==> config.mk <==
export PLATFORM = sky130hd
export DESIGN_NAME = uart_break_baud
export DESIGN_NICKNAME = d
export VERILOG_FILES = /design/src/design/uart_brk_pkg.sv /design/src/design/uart_break_baud.sv
export SDC_FILE = /design/constraint.sdc
export NUM_CORES = 1
export LEC_CHECK = 0
export BUFFER_PORTS_ARGS = -buffer_cell sky130_fd_sc_hd__buf_2
export CAP_MARGIN = 40
export CORE_MARGIN = 3
export CORE_UTILIZATION = 40
export CTS_CLUSTER_DIAMETER = 200
export DETAILED_ROUTE_END_ITERATION = 7
export PLACE_DENSITY = 0.57
export SYNTH_ARGS = -nofsm -noshare
export SYNTH_HDL_FRONTEND = slang
export SYNTH_SLANG_ARGS = --single-unit
==> constraint.sdc <==
create_clock -name clk_sys -period 4.7 [get_ports clk_sys]
set_input_delay 0.235 -clock clk_sys [delete_from_list [all_inputs] [get_ports clk_sys]]
set_output_delay 0.235 -clock clk_sys [all_outputs]
set_load 0.05 [all_outputs]
==> src/design/uart_brk_pkg.sv <==
// Constants, control struct and state codes for the break field and baud generator
package uart_brk_pkg;

  // Prescaler and base clock selection
  localparam int PRE_W = 10;
  localparam logic [3:0] CS_MAX_DIV = 4'hA;
  localparam logic [3:0] CS_TIMER = 4'hB;

  // Divisor limits
  localparam logic [7:0] DIV_MIN = 8'h04;

  // Frame shape
  localparam logic [3:0] RX_STOP_IDX = 4'h8;
  localparam logic [4:0] TX_FRAME_LAST = 5'h09;
  localparam logic [9:0] TX_IDLE_SHIFT = 10'h3FF;

  // Break field lengths
  localparam logic [2:0] BRK_BASE_CODE = 3'h5;
  localparam logic [4:0] BRK_BASE_BITS = 5'h0D;
  localparam logic [7:0] BRK_RX_MIN = 8'h0B;
  localparam logic [7:0] BRK_LOW_MAX = 8'hFF;

  // Receive buffer and error status layout
  localparam logic [7:0] RXB_RESET = 8'hFF;
  localparam int ERR_OVERRUN = 0;
  localparam int ERR_FRAMING = 1;
  localparam int ERR_PARITY = 2;

  // Software control bits
  typedef struct packed {
    logic port_power_bit;
    logic tx_enable_bit;
    logic rx_enable_bit;
    logic [3:0] clock_select_field;
    logic [7:0] divisor_field;
    logic [2:0] break_length_field;
  } serial_ctrl_s;

  typedef enum logic [2:0] {
    TX_IDLE = 3'b001,
    TX_FRAME = 3'b010,
    TX_BREAK = 3'b100
  } tx_state_e;

  typedef enum logic [2:0] {
    RX_IDLE = 3'b001,
    RX_START = 3'b010,
    RX_BITS = 3'b100
  } rx_state_e;

endpackage : uart_brk_pkg

==> src/design/uart_break_baud.sv <==
// Serial port core: noise filter, break field send and receive, baud generator
//
// Contract
// Sample receive pin each base clock; filtered level changes on two agreeing samples.
// Internal receive processing lags the pin by two base clocks.
// With power bit set the transmit pin idles high.
// Power and transmit enable set: break trigger bit starts a break field.
// Break field holds transmit low for 13 to 20 bit times per length field.
// Length code 101 gives 13 bits, each step adds one, 100 gives 20.
// Break end raises transmit complete, clears the trigger, resumes normal mode.
// After a break, transmit stays idle until new data or a new trigger.
// Power, receive enable and break receive trigger arm break reception.
// Armed break reception detects start and shifts data as normal reception.
// Falling edge: count divisor, resample; low there is a valid start bit.
// Break of 11 bits or more: complete interrupt, clear break flag and trigger.
// During break reception overrun, parity and framing errors are suppressed.
// During break reception the receive buffer is not written.
// Break of 10 bits or less: no interrupt, bits stay set, mode stays.
// Base clock reaches the logic only with power set, else held low.
// Separate 8-bit divider counters for transmit and receive on the base clock.
// Transmit counter held at zero unless power and transmit enable are set.
// Transmit counter clears at first write and per frame when more data follows.
// Receive counter held zero when disabled; runs from start bit to frame end.
// Bit rate is base clock over twice divisor, divisor 4 to 255.
// Select codes 0 to 10 pick clock over 2 to the code; 11 picks timer.
// Software starts the timer before selecting it, with 50 percent duty.
`timescale 1ns/1ps
`default_nettype none

module uart_break_baud #(
  parameter int PRE_BITS = uart_brk_pkg::PRE_W
) (
  // Clock and reset
  input wire logic clk_sys,
  input wire logic rst_b,
  // Software control
  input wire uart_brk_pkg::serial_ctrl_s ctrl,
  input wire logic break_tx_set,
  input wire logic break_rx_set,
  input wire logic tx_write,
  input wire logic [7:0] tx_data,
  input wire logic rx_buffer_read,
  input wire logic rx_status_read,
  // Pins
  input wire logic serial_rx_pin,
  input wire logic timer_output_pin,
  output logic serial_tx_pin,
  // Status
  output logic break_tx_trigger,
  output logic break_rx_trigger,
  output logic break_rx_flag,
  output logic tx_busy,
  output logic tx_buffer_full,
  output logic [7:0] rx_buffer,
  output logic [2:0] rx_error_status,
  // Interrupt requests
  output logic tx_complete_irq,
  output logic rx_complete_irq,
  output logic rx_error_irq
);

  // Prescaler must cover the largest power-of-two select code
  if (PRE_BITS < 10) begin : g_pre_check
    $error("PRE_BITS too small for select code range");
  end

  // Divisors below the legal minimum run at the minimum
  function automatic logic [7:0] eff_div(input logic [7:0] d);
    eff_div = (d < uart_brk_pkg::DIV_MIN) ? uart_brk_pkg::DIV_MIN : d;
  endfunction : eff_div

  // Half-bit wrap of a divider counter
  function automatic logic at_wrap(input logic [7:0] cnt, input logic [7:0] k);
    at_wrap = (cnt == 8'(k - 8'h01));
  endfunction : at_wrap

  // Break length code to bit times
  function automatic logic [4:0] brk_bits(input logic [2:0] code);
    brk_bits = uart_brk_pkg::BRK_BASE_BITS + {2'h0, 3'(code - uart_brk_pkg::BRK_BASE_CODE)};
  endfunction : brk_bits

  logic powered;
  logic tx_run;
  logic rx_run;
  logic [7:0] div_k;
  assign powered = ctrl.port_power_bit;
  assign tx_run = powered & ctrl.tx_enable_bit;
  assign rx_run = powered & ctrl.rx_enable_bit;
  assign div_k = eff_div(ctrl.divisor_field);

  // Pin synchronisers
  logic rx_meta_reg, rx_sync_reg;
  logic tmr_meta_reg, tmr_sync_reg, tmr_prev_reg;
  always_ff @(posedge clk_sys) begin
    if (!rst_b) begin
      rx_meta_reg <= 1'b1;
      rx_sync_reg <= 1'b1;
      tmr_meta_reg <= 1'b0;
      tmr_sync_reg <= 1'b0;
      tmr_prev_reg <= 1'b0;
    end else begin
      rx_meta_reg <= serial_rx_pin;
      rx_sync_reg <= rx_meta_reg;
      tmr_meta_reg <= timer_output_pin;
      tmr_sync_reg <= tmr_meta_reg;
      tmr_prev_reg <= tmr_sync_reg;
    end
  end

  // Prescaler, stopped and cleared while unpowered
  logic [PRE_BITS-1:0] pre_reg;
  always_ff @(posedge clk_sys) begin
    if (!rst_b || !powered) begin
      pre_reg <= '0;
    end else begin
      pre_reg <= pre_reg + 1'b1;
    end
  end

  // Base clock enable from the selector
  logic base_tick;
  logic [PRE_BITS-1:0] pre_mask;
  always_comb begin
    pre_mask = ~({PRE_BITS{1'b1}} << ctrl.clock_select_field);
    if (!powered) begin
      base_tick = 1'b0;
    end else if (ctrl.clock_select_field == uart_brk_pkg::CS_TIMER) begin
      base_tick = tmr_sync_reg & ~tmr_prev_reg;
    end else if (ctrl.clock_select_field <= uart_brk_pkg::CS_MAX_DIV) begin
      base_tick = ((pre_reg & pre_mask) == pre_mask);
    end else begin
      base_tick = 1'b0;
    end
  end

  // Receive noise filter: two agreeing base clock samples
  logic flt_s1_reg, rx_filt_reg, rx_filt_prev_reg;
  logic rx_fall;
  always_ff @(posedge clk_sys) begin
    if (!rst_b) begin
      flt_s1_reg <= 1'b1;
      rx_filt_reg <= 1'b1;
      rx_filt_prev_reg <= 1'b1;
    end else begin
      rx_filt_prev_reg <= rx_filt_reg;
      if (base_tick) begin
        flt_s1_reg <= rx_sync_reg;
        if (rx_sync_reg == flt_s1_reg) begin
          rx_filt_reg <= rx_sync_reg;
        end
      end
    end
  end
  assign rx_fall = rx_filt_prev_reg & ~rx_filt_reg;

  // Transmit side signals
  uart_brk_pkg::tx_state_e tx_st_reg;
  logic [7:0] tx_cnt_reg;
  logic tx_half_reg;
  logic [4:0] tx_bits_reg;
  logic [9:0] tx_shift_reg;
  logic [7:0] tx_buffer_reg;
  logic tx_buf_full_reg;
  logic break_tx_trigger_reg;
  logic tx_bit_end, tx_start_frame, tx_start_brk, tx_frame_end, tx_brk_end;
  assign tx_bit_end = base_tick & at_wrap(tx_cnt_reg, div_k) & tx_half_reg;
  assign tx_start_frame = (tx_st_reg == uart_brk_pkg::TX_IDLE) & tx_buf_full_reg;
  assign tx_start_brk = (tx_st_reg == uart_brk_pkg::TX_IDLE) & ~tx_buf_full_reg
    & break_tx_trigger_reg;
  assign tx_frame_end = (tx_st_reg == uart_brk_pkg::TX_FRAME) & tx_bit_end
    & (tx_bits_reg == uart_brk_pkg::TX_FRAME_LAST);
  assign tx_brk_end = (tx_st_reg == uart_brk_pkg::TX_BREAK) & tx_bit_end
    & (tx_bits_reg == 5'(brk_bits(ctrl.break_length_field) - 5'h01));

  // Transmit divider counter
  always_ff @(posedge clk_sys) begin
    if (!rst_b || !tx_run) begin
      tx_cnt_reg <= 8'h00;
      tx_half_reg <= 1'b0;
    end else if (tx_start_frame || tx_start_brk) begin
      tx_cnt_reg <= 8'h00;
      tx_half_reg <= 1'b0;
    end else if (base_tick) begin
      if (at_wrap(tx_cnt_reg, div_k)) begin
        tx_cnt_reg <= 8'h00;
        tx_half_reg <= ~tx_half_reg;
      end else begin
        tx_cnt_reg <= tx_cnt_reg + 8'h01;
      end
    end
  end

  // Transmit buffer, one byte pending
  always_ff @(posedge clk_sys) begin
    if (!rst_b || !tx_run) begin
      tx_buffer_reg <= 8'h00;
      tx_buf_full_reg <= 1'b0;
    end else if (tx_write && !tx_buf_full_reg) begin
      tx_buffer_reg <= tx_data;
      tx_buf_full_reg <= 1'b1;
    end else if (tx_start_frame) begin
      tx_buf_full_reg <= 1'b0;
    end
  end

  // Break transmit trigger, set wins over the hardware clear
  always_ff @(posedge clk_sys) begin
    if (!rst_b) begin
      break_tx_trigger_reg <= 1'b0;
    end else if (break_tx_set && tx_run) begin
      break_tx_trigger_reg <= 1'b1;
    end else if (tx_brk_end) begin
      break_tx_trigger_reg <= 1'b0;
    end
  end

  // Transmit sequencer
  always_ff @(posedge clk_sys) begin
    if (!rst_b || !tx_run) begin
      tx_st_reg <= uart_brk_pkg::TX_IDLE;
      tx_bits_reg <= 5'h00;
      tx_shift_reg <= uart_brk_pkg::TX_IDLE_SHIFT;
    end else begin
      case (tx_st_reg)
        uart_brk_pkg::TX_IDLE: begin
          tx_bits_reg <= 5'h00;
          if (tx_start_frame) begin
            tx_shift_reg <= {1'b1, tx_buffer_reg, 1'b0};
            tx_st_reg <= uart_brk_pkg::TX_FRAME;
          end else if (tx_start_brk) begin
            tx_st_reg <= uart_brk_pkg::TX_BREAK;
          end
        end
        uart_brk_pkg::TX_FRAME: begin
          if (tx_bit_end) begin
            tx_shift_reg <= {1'b1, tx_shift_reg[9:1]};
            tx_bits_reg <= tx_bits_reg + 5'h01;
          end
          if (tx_frame_end) begin
            tx_st_reg <= uart_brk_pkg::TX_IDLE;
          end
        end
        uart_brk_pkg::TX_BREAK: begin
          if (tx_bit_end) begin
            tx_bits_reg <= tx_bits_reg + 5'h01;
          end
          if (tx_brk_end) begin
            tx_st_reg <= uart_brk_pkg::TX_IDLE;
          end
        end
        default: begin
          tx_st_reg <= uart_brk_pkg::TX_IDLE;
        end
      endcase
    end
  end

  // Transmit pin, busy flag and completion pulse; pin goes high on the clock after disable
  logic serial_tx_reg, tx_complete_irq_reg, tx_busy_reg;
  always_ff @(posedge clk_sys) begin
    if (!rst_b) begin
      serial_tx_reg <= 1'b1;
      tx_complete_irq_reg <= 1'b0;
      tx_busy_reg <= 1'b0;
    end else begin
      tx_complete_irq_reg <= tx_frame_end | tx_brk_end;
      tx_busy_reg <= tx_run & (tx_start_frame | tx_start_brk
        | (tx_busy_reg & ~tx_frame_end & ~tx_brk_end));
      if (tx_run && tx_st_reg == uart_brk_pkg::TX_FRAME) begin
        serial_tx_reg <= tx_shift_reg[0];
      end else if (tx_run && tx_st_reg == uart_brk_pkg::TX_BREAK) begin
        serial_tx_reg <= 1'b0;
      end else begin
        serial_tx_reg <= 1'b1;
      end
    end
  end

  // Receive side signals
  uart_brk_pkg::rx_state_e rx_st_reg;
  logic [7:0] rx_cnt_reg;
  logic rx_half_reg;
  logic [3:0] rx_bits_reg;
  logic [7:0] rx_shift_reg;
  logic [7:0] rx_low_reg;
  logic break_rx_trigger_reg, break_rx_flag_reg;
  logic rx_buf_full_reg;
  logic rx_sample, rx_stop, rx_brk_ok, rx_ove, rx_fe;
  assign rx_sample = base_tick & at_wrap(rx_cnt_reg, div_k) & ~rx_half_reg;
  assign rx_stop = (rx_st_reg == uart_brk_pkg::RX_BITS) & rx_sample
    & (break_rx_trigger_reg ? rx_filt_reg : (rx_bits_reg == uart_brk_pkg::RX_STOP_IDX));
  assign rx_brk_ok = rx_stop & break_rx_trigger_reg
    & (rx_low_reg >= uart_brk_pkg::BRK_RX_MIN);
  assign rx_ove = rx_buf_full_reg;
  assign rx_fe = ~rx_filt_reg;

  // Receive divider counter, idle between frames
  always_ff @(posedge clk_sys) begin
    if (!rst_b || !rx_run || rx_st_reg == uart_brk_pkg::RX_IDLE) begin
      rx_cnt_reg <= 8'h00;
      rx_half_reg <= 1'b0;
    end else if (base_tick) begin
      if (at_wrap(rx_cnt_reg, div_k)) begin
        rx_cnt_reg <= 8'h00;
        rx_half_reg <= ~rx_half_reg;
      end else begin
        rx_cnt_reg <= rx_cnt_reg + 8'h01;
      end
    end
  end

  // Receive sequencer
  always_ff @(posedge clk_sys) begin
    if (!rst_b || !rx_run) begin
      rx_st_reg <= uart_brk_pkg::RX_IDLE;
      rx_bits_reg <= 4'h0;
      rx_shift_reg <= 8'h00;
      rx_low_reg <= 8'h00;
    end else begin
      case (rx_st_reg)
        uart_brk_pkg::RX_IDLE: begin
          rx_bits_reg <= 4'h0;
          if (rx_fall) begin
            rx_st_reg <= uart_brk_pkg::RX_START;
          end
        end
        uart_brk_pkg::RX_START: begin
          if (rx_sample) begin
            rx_low_reg <= 8'h01;
            rx_st_reg <= rx_filt_reg ? uart_brk_pkg::RX_IDLE : uart_brk_pkg::RX_BITS;
          end
        end
        uart_brk_pkg::RX_BITS: begin
          if (rx_stop) begin
            rx_st_reg <= uart_brk_pkg::RX_IDLE;
          end else if (rx_sample) begin
            rx_shift_reg <= {rx_filt_reg, rx_shift_reg[7:1]};
            rx_bits_reg <= rx_bits_reg + 4'h1;
            if (!rx_filt_reg && rx_low_reg != uart_brk_pkg::BRK_LOW_MAX) begin
              rx_low_reg <= rx_low_reg + 8'h01;
            end
          end
        end
        default: begin
          rx_st_reg <= uart_brk_pkg::RX_IDLE;
        end
      endcase
    end
  end

  // Break receive trigger and flag, set wins over the hardware clear
  always_ff @(posedge clk_sys) begin
    if (!rst_b) begin
      break_rx_trigger_reg <= 1'b0;
      break_rx_flag_reg <= 1'b0;
    end else begin
      if (break_rx_set && rx_run) begin
        break_rx_trigger_reg <= 1'b1;
      end else if (rx_brk_ok) begin
        break_rx_trigger_reg <= 1'b0;
      end
      if (rx_st_reg == uart_brk_pkg::RX_START && rx_sample && !rx_filt_reg
          && break_rx_trigger_reg) begin
        break_rx_flag_reg <= 1'b1;
      end else if (rx_brk_ok) begin
        break_rx_flag_reg <= 1'b0;
      end
    end
  end

  // Receive buffer, errors and completion pulses
  logic [7:0] rx_buffer_reg;
  logic [2:0] rx_err_reg;
  logic rx_complete_irq_reg, rx_error_irq_reg;
  logic normal_stop;
  assign normal_stop = rx_stop & ~break_rx_trigger_reg;
  always_ff @(posedge clk_sys) begin
    if (!rst_b) begin
      rx_buffer_reg <= uart_brk_pkg::RXB_RESET;
      rx_buf_full_reg <= 1'b0;
      rx_err_reg <= 3'h0;
      rx_complete_irq_reg <= 1'b0;
      rx_error_irq_reg <= 1'b0;
    end else begin
      rx_complete_irq_reg <= normal_stop | rx_brk_ok;
      rx_error_irq_reg <= normal_stop & (rx_ove | rx_fe);
      if (normal_stop && !rx_ove) begin
        rx_buffer_reg <= rx_shift_reg;
        rx_buf_full_reg <= 1'b1;
      end else if (rx_buffer_read) begin
        rx_buf_full_reg <= 1'b0;
      end
      if (normal_stop) begin
        rx_err_reg[uart_brk_pkg::ERR_OVERRUN] <= rx_err_reg[uart_brk_pkg::ERR_OVERRUN] | rx_ove;
        rx_err_reg[uart_brk_pkg::ERR_FRAMING] <= rx_err_reg[uart_brk_pkg::ERR_FRAMING] | rx_fe;
      end else if (rx_status_read) begin
        rx_err_reg <= 3'h0;
      end
    end
  end

  // Outputs straight from flip-flops
  assign serial_tx_pin = serial_tx_reg;
  assign break_tx_trigger = break_tx_trigger_reg;
  assign break_rx_trigger = break_rx_trigger_reg;
  assign break_rx_flag = break_rx_flag_reg;
  assign tx_busy = tx_busy_reg;
  assign tx_buffer_full = tx_buf_full_reg;
  assign rx_buffer = rx_buffer_reg;
  assign rx_error_status = rx_err_reg;
  assign tx_complete_irq = tx_complete_irq_reg;
  assign rx_complete_irq = rx_complete_irq_reg;
  assign rx_error_irq = rx_error_irq_reg;

endmodule : uart_break_baud

`default_nettype wire

Word level (Yosys, flattened, before mapping):

Index checks and enable logic that the tools add are counted.

* register bits after elaboration: 105
* word-level logic and storage cells: 203

* add/subtract/negate cells: 10
* $lt $le $gt $ge: 3
* equality and inequality tests: 27
* shifts and indexed selects: 1
* multiplexer cells: 43
* bitwise gates (word level): 42
* reductions and logical operators: 44

Operators by type and width (number)
* $mux 8: 7
* $add 8x1->8 const B: 3
* $and 1x1->1: 24
* $mux 3: 8
* $mux 10: 2
* $pmux 10 s2: 1
* $reduce_bool 2->1: 10
* $ne 2x2->1 const B: 9
* $pmux 3 s3: 2
* $eq 8x8->1: 2
* $pmux 8 s2: 1
* $mux 1: 15
* $reduce_and 3->1: 5
* $add 10x1->10 const B: 1
* $and 10x10->10: 1
* $eq 10x10->1: 1
* $logic_and 1x1->1: 10
* $not 10->10: 1
* $pmux 5 s2: 1
* $shl 10x4->10 const A: 1
* $not 1->1: 9
* $eq 4x4->1 const B: 2
* $ge 8x4->1 const B: 1
* $lt 8x3->1 const B: 1
* other kinds (26): 52

Longest topological paths before layout:

* depth after elaboration: 16
* mapped depth: 15
* mapped depth without buffers: 12

Least setup slack after synthesis:

OpenSTA, ideal clock, no wires.

* path type: in2reg
* start: in ctrl[10] (netlist bit)
* end: reg tx_bits_reg[1]
* arrival: 3561 ps
* required time: 4584 ps
* path slack: 1024 ps
* stages: 14
* buffers on the path: 2
* path through: clkbuf_1 nor4_2 nand2_1 nand2_1 ha_1 or3b_1 clkbuf_1 and2_1 nor3_1 o2111ai_2 nor4_4 nand2_2 or4b_1 and3_1

* cells in the longest elaborated chain, start to end: 8

RTL lines
* from (decl): line uart_break_baud.sv:37 `input wire uart_brk_pkg::serial_ctrl_s ctrl,`
* $lt 8x3->1: line uart_break_baud.sv:69 `eff_div = (d < uart_brk_pkg::DIV_MIN) ? uart_brk_pkg::DIV_MIN : d;`
* $mux 8 (*): line uart_break_baud.sv:69
* $sub 8x1->8 (*): line uart_break_baud.sv:74 `at_wrap = (cnt == 8'(k - 8'h01));`
* $eq 8x8->1 (*): line uart_break_baud.sv:74
* $and 1x1->1 (*) (2 in series): line uart_break_baud.sv:166 `assign tx_bit_end = base_tick & at_wrap(tx_cnt_reg, div_k) & tx_half_reg;`
* $ne 2x1->1 (no line) (*)
* $reduce_and 2->1 (no line) (*)
* to (signal assigned): line uart_break_baud.sv:237 `tx_bits_reg <= tx_bits_reg + 5'h01;`
* to (signal assigned): line uart_break_baud.sv:245 `tx_bits_reg <= tx_bits_reg + 5'h01;`
* to (decl): line uart_break_baud.sv:160 `logic [4:0] tx_bits_reg;`

Mark *: on every way between the ends. The rest lies on a longest branch, timed or not.
A chain may end at the register's enable or synchronous reset.

Final worst setup path:

* start: in ctrl[9] (netlist bit)
* end: reg tx_bits_reg[1]

Same word-level chain as after synthesis.

==> flow_summary.html <==
<table>
<tr><th>Metric</th><th>Value</th></tr>
<tr><th colspan="2">Outcome</th></tr>
<tr><td>Run status</td><td>complete, no violations</td></tr>
<tr><th colspan="2">Final layout</th></tr>
<tr><td>Area occupied by multi-input gates</td><td>approximately 3000 sq um</td></tr>
<tr><td>Share of post-route cells with drive strength above 1</td><td>between 10% and 20%</td></tr>
<tr><td>Commonest cells after routing, fill and taps aside</td><td>sky130_fd_sc_hd__dfxtp_1 (104), sky130_fd_sc_hd__nand2_1 (64), sky130_fd_sc_hd__nor2_1 (59)</td></tr>
<tr><td>Most common cell after layout, fill and taps aside</td><td>sky130_fd_sc_hd__dfxtp_1</td></tr>
<tr><td>Signed area change from the synthesized netlist to the final layout</td><td>13.1%</td></tr>
<tr><td>Number of flip-flops in the largest register</td><td>10</td></tr>
<tr><td>Area of all placed cells without fillers</td><td>just under 6000 sq um</td></tr>
<tr><td>NumNets Final</td><td>roughly 690</td></tr>
<tr><td>Count of fill cells added during filler insertion</td><td>about 1300</td></tr>
<tr><td>Reg area</td><td>roughly 2100 sq um</td></tr>
<tr><td>Diode insertion count for antenna repair</td><td>0</td></tr>
<tr><th colspan="2">GRT</th></tr>
<tr><td>Maximum number of pins on one net before global-route repair</td><td>32</td></tr>
<tr><td>Global Route Usage Sum</td><td>~16%</td></tr>
<tr><td>Leftover overflow at the end of global routing</td><td>0</td></tr>
<tr><td>First-pass GRT wire length</td><td>19500 microns</td></tr>
<tr><td>Via count of the first global-routing pass</td><td>4055</td></tr>
<tr><td>Initial antenna violation count</td><td>0</td></tr>
<tr><th colspan="2">Logic synthesis</th></tr>
<tr><td>Distinct cell type count after synthesis</td><td>75</td></tr>
<tr><td>Synthesized area per cell</td><td>8.67 sq um</td></tr>
<tr><td>Sequential fraction of the synthesis area</td><td>39.6%</td></tr>
<tr><td>Post-synthesis cell type with the largest combined area</td><td>sky130_fd_sc_hd__dfxtp_1</td></tr>
<tr><td>Proportion of netlist area held by the largest area contributor</td><td>between 30 and 40%</td></tr>
<tr><td>Synth Warn #</td><td>0</td></tr>
<tr><td>#FFs+latches synth</td><td>around 100</td></tr>
<tr><td>Count of flip-flops with a built-in enable after synthesis</td><td>0</td></tr>
<tr><td>Cell count after synthesis</td><td>607</td></tr>
<tr><td>Main area contributors after synthesis</td><td>sky130_fd_sc_hd__dfxtp_1 (40%), sky130_fd_sc_hd__mux2i_1 (7.2%), sky130_fd_sc_hd__nand2_1 (4.6%), sky130_fd_sc_hd__nor2_1 (4.2%), sky130_fd_sc_hd__xor2_1 (3.7%)</td></tr>
<tr><td>Syn_nets</td><td>652</td></tr>
<tr><td>Most used flip-flop cell after synthesis</td><td>sky130_fd_sc_hd__dfxtp_1</td></tr>
<tr><td>Synth Cell Area</td><td>5260 sq um</td></tr>
<tr><td>Proportion of register bits with asynchronous set or reset after synthesis</td><td>0%</td></tr>
<tr><th colspan="2">Worst setup path</th></tr>
<tr><td>Data arrival time of the worst path</td><td>approximately 4.1 ns</td></tr>
<tr><td>Critical path startpoint category</td><td>input pin</td></tr>
<tr><td>CP top delay family</td><td>simple AND/OR/NAND/NOR gates</td></tr>
<tr><td>Cell-by-cell listing of the critical path</td><td>buf_2 &gt; nor4_2 &gt; nand2_1 &gt; nand2_1 &gt; ha_1 &gt; or3b_1 &gt; o21ai_0 &gt; a211o_1 &gt; o2111ai_2 &gt; nor4_4 &gt; nand2_2 &gt; or4b_1 &gt; and3_1</td></tr>
<tr><td>Worst Path Required</td><td>4.95 ns</td></tr>
<tr><td>Buffering stage count on the worst path with inverters included</td><td>1</td></tr>
<tr><td>Setup CP Type</td><td>input pin to flop</td></tr>
<tr><td>Critical path depth</td><td>13</td></tr>
<tr><td>Register-to-register path setup slack</td><td>between 1.5 and 2 ns</td></tr>
<tr><td>Crit path largest cell delay</td><td>between 0.6 and 0.7 ns</td></tr>
<tr><td>Endpoint class of the critical path</td><td>flop</td></tr>
<tr><td>Largest driver fanout on the critical path</td><td>12</td></tr>
<tr><td>Dominant cell type by count on the critical path</td><td>sky130_fd_sc_hd__nand2_1</td></tr>
<tr><td>R2r worst-path depth</td><td>8</td></tr>
<tr><td>Slowest-stage cell, CP</td><td>sky130_fd_sc_hd__nor4_4</td></tr>
<tr><th colspan="2">Timing</th></tr>
<tr><td>Worst-margin pin slew</td><td>around 0.9 ns</td></tr>
<tr><td>Max transition margin</td><td>around 41%</td></tr>
<tr><td>Final Cycle Share</td><td>about four fifths</td></tr>
<tr><td>Maximum clock skew at final layout</td><td>0.00602 ns</td></tr>
<tr><td>Fin Setup TNS</td><td>0 ns</td></tr>
<tr><td>Unrepaired setup endpoints after global routing</td><td>false</td></tr>
<tr><td>Final setup viols</td><td>0</td></tr>
<tr><td>Hold Fails Final Rpt</td><td>0</td></tr>
<tr><td>Highest Clock Rate</td><td>~260 MHz</td></tr>
<tr><td>Max Transition Viols Final</td><td>0</td></tr>
<tr><td>Min Tclk post-route</td><td>~3.8 ns</td></tr>
<tr><th colspan="2">Floorplanning</th></tr>
<tr><td>Die Y</td><td>~120 microns</td></tr>
<tr><td>Top Ports</td><td>between 50 and 60</td></tr>
<tr><td>Initial core utilization</td><td>between 40% and 50%</td></tr>
<tr><td>Die Outline Area</td><td>roughly 15000 sq um</td></tr>
<tr><td>Number of core rows</td><td>slightly above 40</td></tr>
<tr><td>Die W</td><td>approximately 120 microns</td></tr>
<tr><td>Area of the core</td><td>between 10000 and 15000 sq um</td></tr>
<tr><th colspan="2">Placed design</th></tr>
<tr><td>Area after detailed placement</td><td>about 5700 sq um</td></tr>
<tr><td>Placed wire-length estimate</td><td>slightly below 9000 microns</td></tr>
<tr><td>RD Place Congestion</td><td>about 0.85</td></tr>
<tr><td>Input/output buffers</td><td>53</td></tr>
<tr><th colspan="2">Power</th></tr>
<tr><td>Largest vdd supply drop</td><td>around 0.00024 V</td></tr>
<tr><td>Power Dens Cells</td><td>293 nW/um^2</td></tr>
<tr><td>Leakage power</td><td>between 2 and 2.5 nW</td></tr>
<tr><th colspan="2">Clock network</th></tr>
<tr><td>Clock-pin transition on the worst setup and hold timing paths</td><td>around 0.070 ns</td></tr>
<tr><td>Clock latency at the later pin of the worst-skew pair</td><td>around 0.35 ns</td></tr>
<tr><td>Master cell of the clock root buffer</td><td>sky130_fd_sc_hd__clkbuf_16</td></tr>
<tr><td>CTS tree</td><td>done</td></tr>
<tr><td>Max clock buf depth</td><td>2</td></tr>
<tr><td>Cts-stage hold buffer count</td><td>0</td></tr>
<tr><td>Number of CTS-inserted buffers</td><td>9</td></tr>
<tr><td>Post-CTS setup buffer count</td><td>0</td></tr>
<tr><td>Number of sinks driven by the clock tree</td><td>~100</td></tr>
<tr><td>Maximum level of the CTS H-tree</td><td>3</td></tr>
<tr><td>Post-cts sizing count</td><td>0</td></tr>
<tr><th colspan="2">Drt</th></tr>
<tr><td>Pre-Repair DR Iteration Count</td><td>4</td></tr>
<tr><td>Count of routing violations after the opening detailed-route iteration</td><td>260</td></tr>
<tr><td>Via density per instance</td><td>5.26</td></tr>
<tr><td>Vias post-DR</td><td>approximately 4300</td></tr>
<tr><td>Wire per inst</td><td>~14 microns</td></tr>
<tr><td>Number of nets still failing antenna checks after routing</td><td>0</td></tr>
<tr><td>Post-detailed-routing wire length</td><td>about 12000 microns</td></tr>
<tr><td>Detailed-route DRC error count</td><td>0</td></tr>
<tr><th colspan="2">Worst hold path</th></tr>
<tr><td>Cell depth of the worst hold path</td><td>2</td></tr>
<tr><td>Kind of path behind the tightest hold check</td><td>input pin to flop</td></tr>
<tr><th colspan="2">Run</th></tr>
<tr><td>Maximum capacitance violations</td><td>0</td></tr>
</table>
-- cell type report --
class	instances	area share, %
multi-input combinational	460	50.3
inverter	15	0.946
timing repair buffer	59	5.17
clock inverter	5	0.778
sequential	104	35.0
tap	172	3.62
clock buffer	11	4.25
-- per-layer routing --
metal	GRT usage, %	part of all wire, %	vias up
li1	-	-	2254
met4	4.60	1.1	0
met5	0	0	-
met3	4.96	4.1	10
met1	20.4	46	2024
met2	27.8	48	60
-- cells in the mapped netlist, types with 12 or more instances --
cell type                  number
sky130_fd_sc_hd__a21oi_1       23
sky130_fd_sc_hd__and3_1        12
sky130_fd_sc_hd__clkbuf_1      18
sky130_fd_sc_hd__dfxtp_1      104
sky130_fd_sc_hd__inv_1         15
sky130_fd_sc_hd__mux2i_1       38
sky130_fd_sc_hd__nand2_1       64
sky130_fd_sc_hd__nand3_1       19
sky130_fd_sc_hd__nand4_1       12
sky130_fd_sc_hd__nor2_1        59
sky130_fd_sc_hd__nor2b_1       13
sky130_fd_sc_hd__nor3_1        19
sky130_fd_sc_hd__o21ai_0       26
sky130_fd_sc_hd__xnor2_1       16
sky130_fd_sc_hd__xor2_1        22
-- logic make-up (layout without fill, tap and decap cells) --
group / count (synthesis) / in the layout / synth area share, %
xor gates and xnor gates: 38 / 38 / 6.33
other: 1 / 1 / 0.0713
and+or+nand+nor: 258 / 258 / 25.6
adders and majority gates: 10 / 10 / 2.38
buffers and inverters: 43 / 90 / 3.59
AOI/OAI and AO/OA: 115 / 115 / 15.2
DFF: 104 / 104 / 39.6
muxes: 38 / 38 / 7.23
-- power by group --
part | total [mW] | switching (mW) | internal, mW
Clock | 0.744 | 0.346 | 0.398
Combinational | 0.108 | 0.0677 | 0.0406
Sequential | 0.891 | 0.00441 | 0.887
-- stage by stage --
| stage | hold WS (ns) | setup slack [ns] | total power [mW] | std cells | utilization [%] |
|---|---|---|---|---|---|
| floorplan | 0.336 | 1.02 | 0.986 | 607 | - |
| global placement | 0.401 | 0.712 | 1.02 | 808 | 44.3 |
| detailed placement | 0.395 | 0.572 | 1.02 | 810 | 44.4 |
| CTS | 0.0589 | 0.931 | 1.77 | 826 | 46.8 |
| global route | 0.0604 | 0.586 | 1.82 | 826 | 46.8 |
| finish | 0.0769 | 0.880 | 1.74 | 826 | 46.8 |
-- final timing paths --
check	start	endpoint
hold reg to reg	rx_meta_reg	rx_sync_reg
hold / removal	serial_rx_pin	rx_meta_reg
setup / recovery	ctrl[9]	tx_bits_reg[1]
setup reg to reg	pre_reg[2]	tx_bits_reg[1]
(Power assumes the default switching activity.)
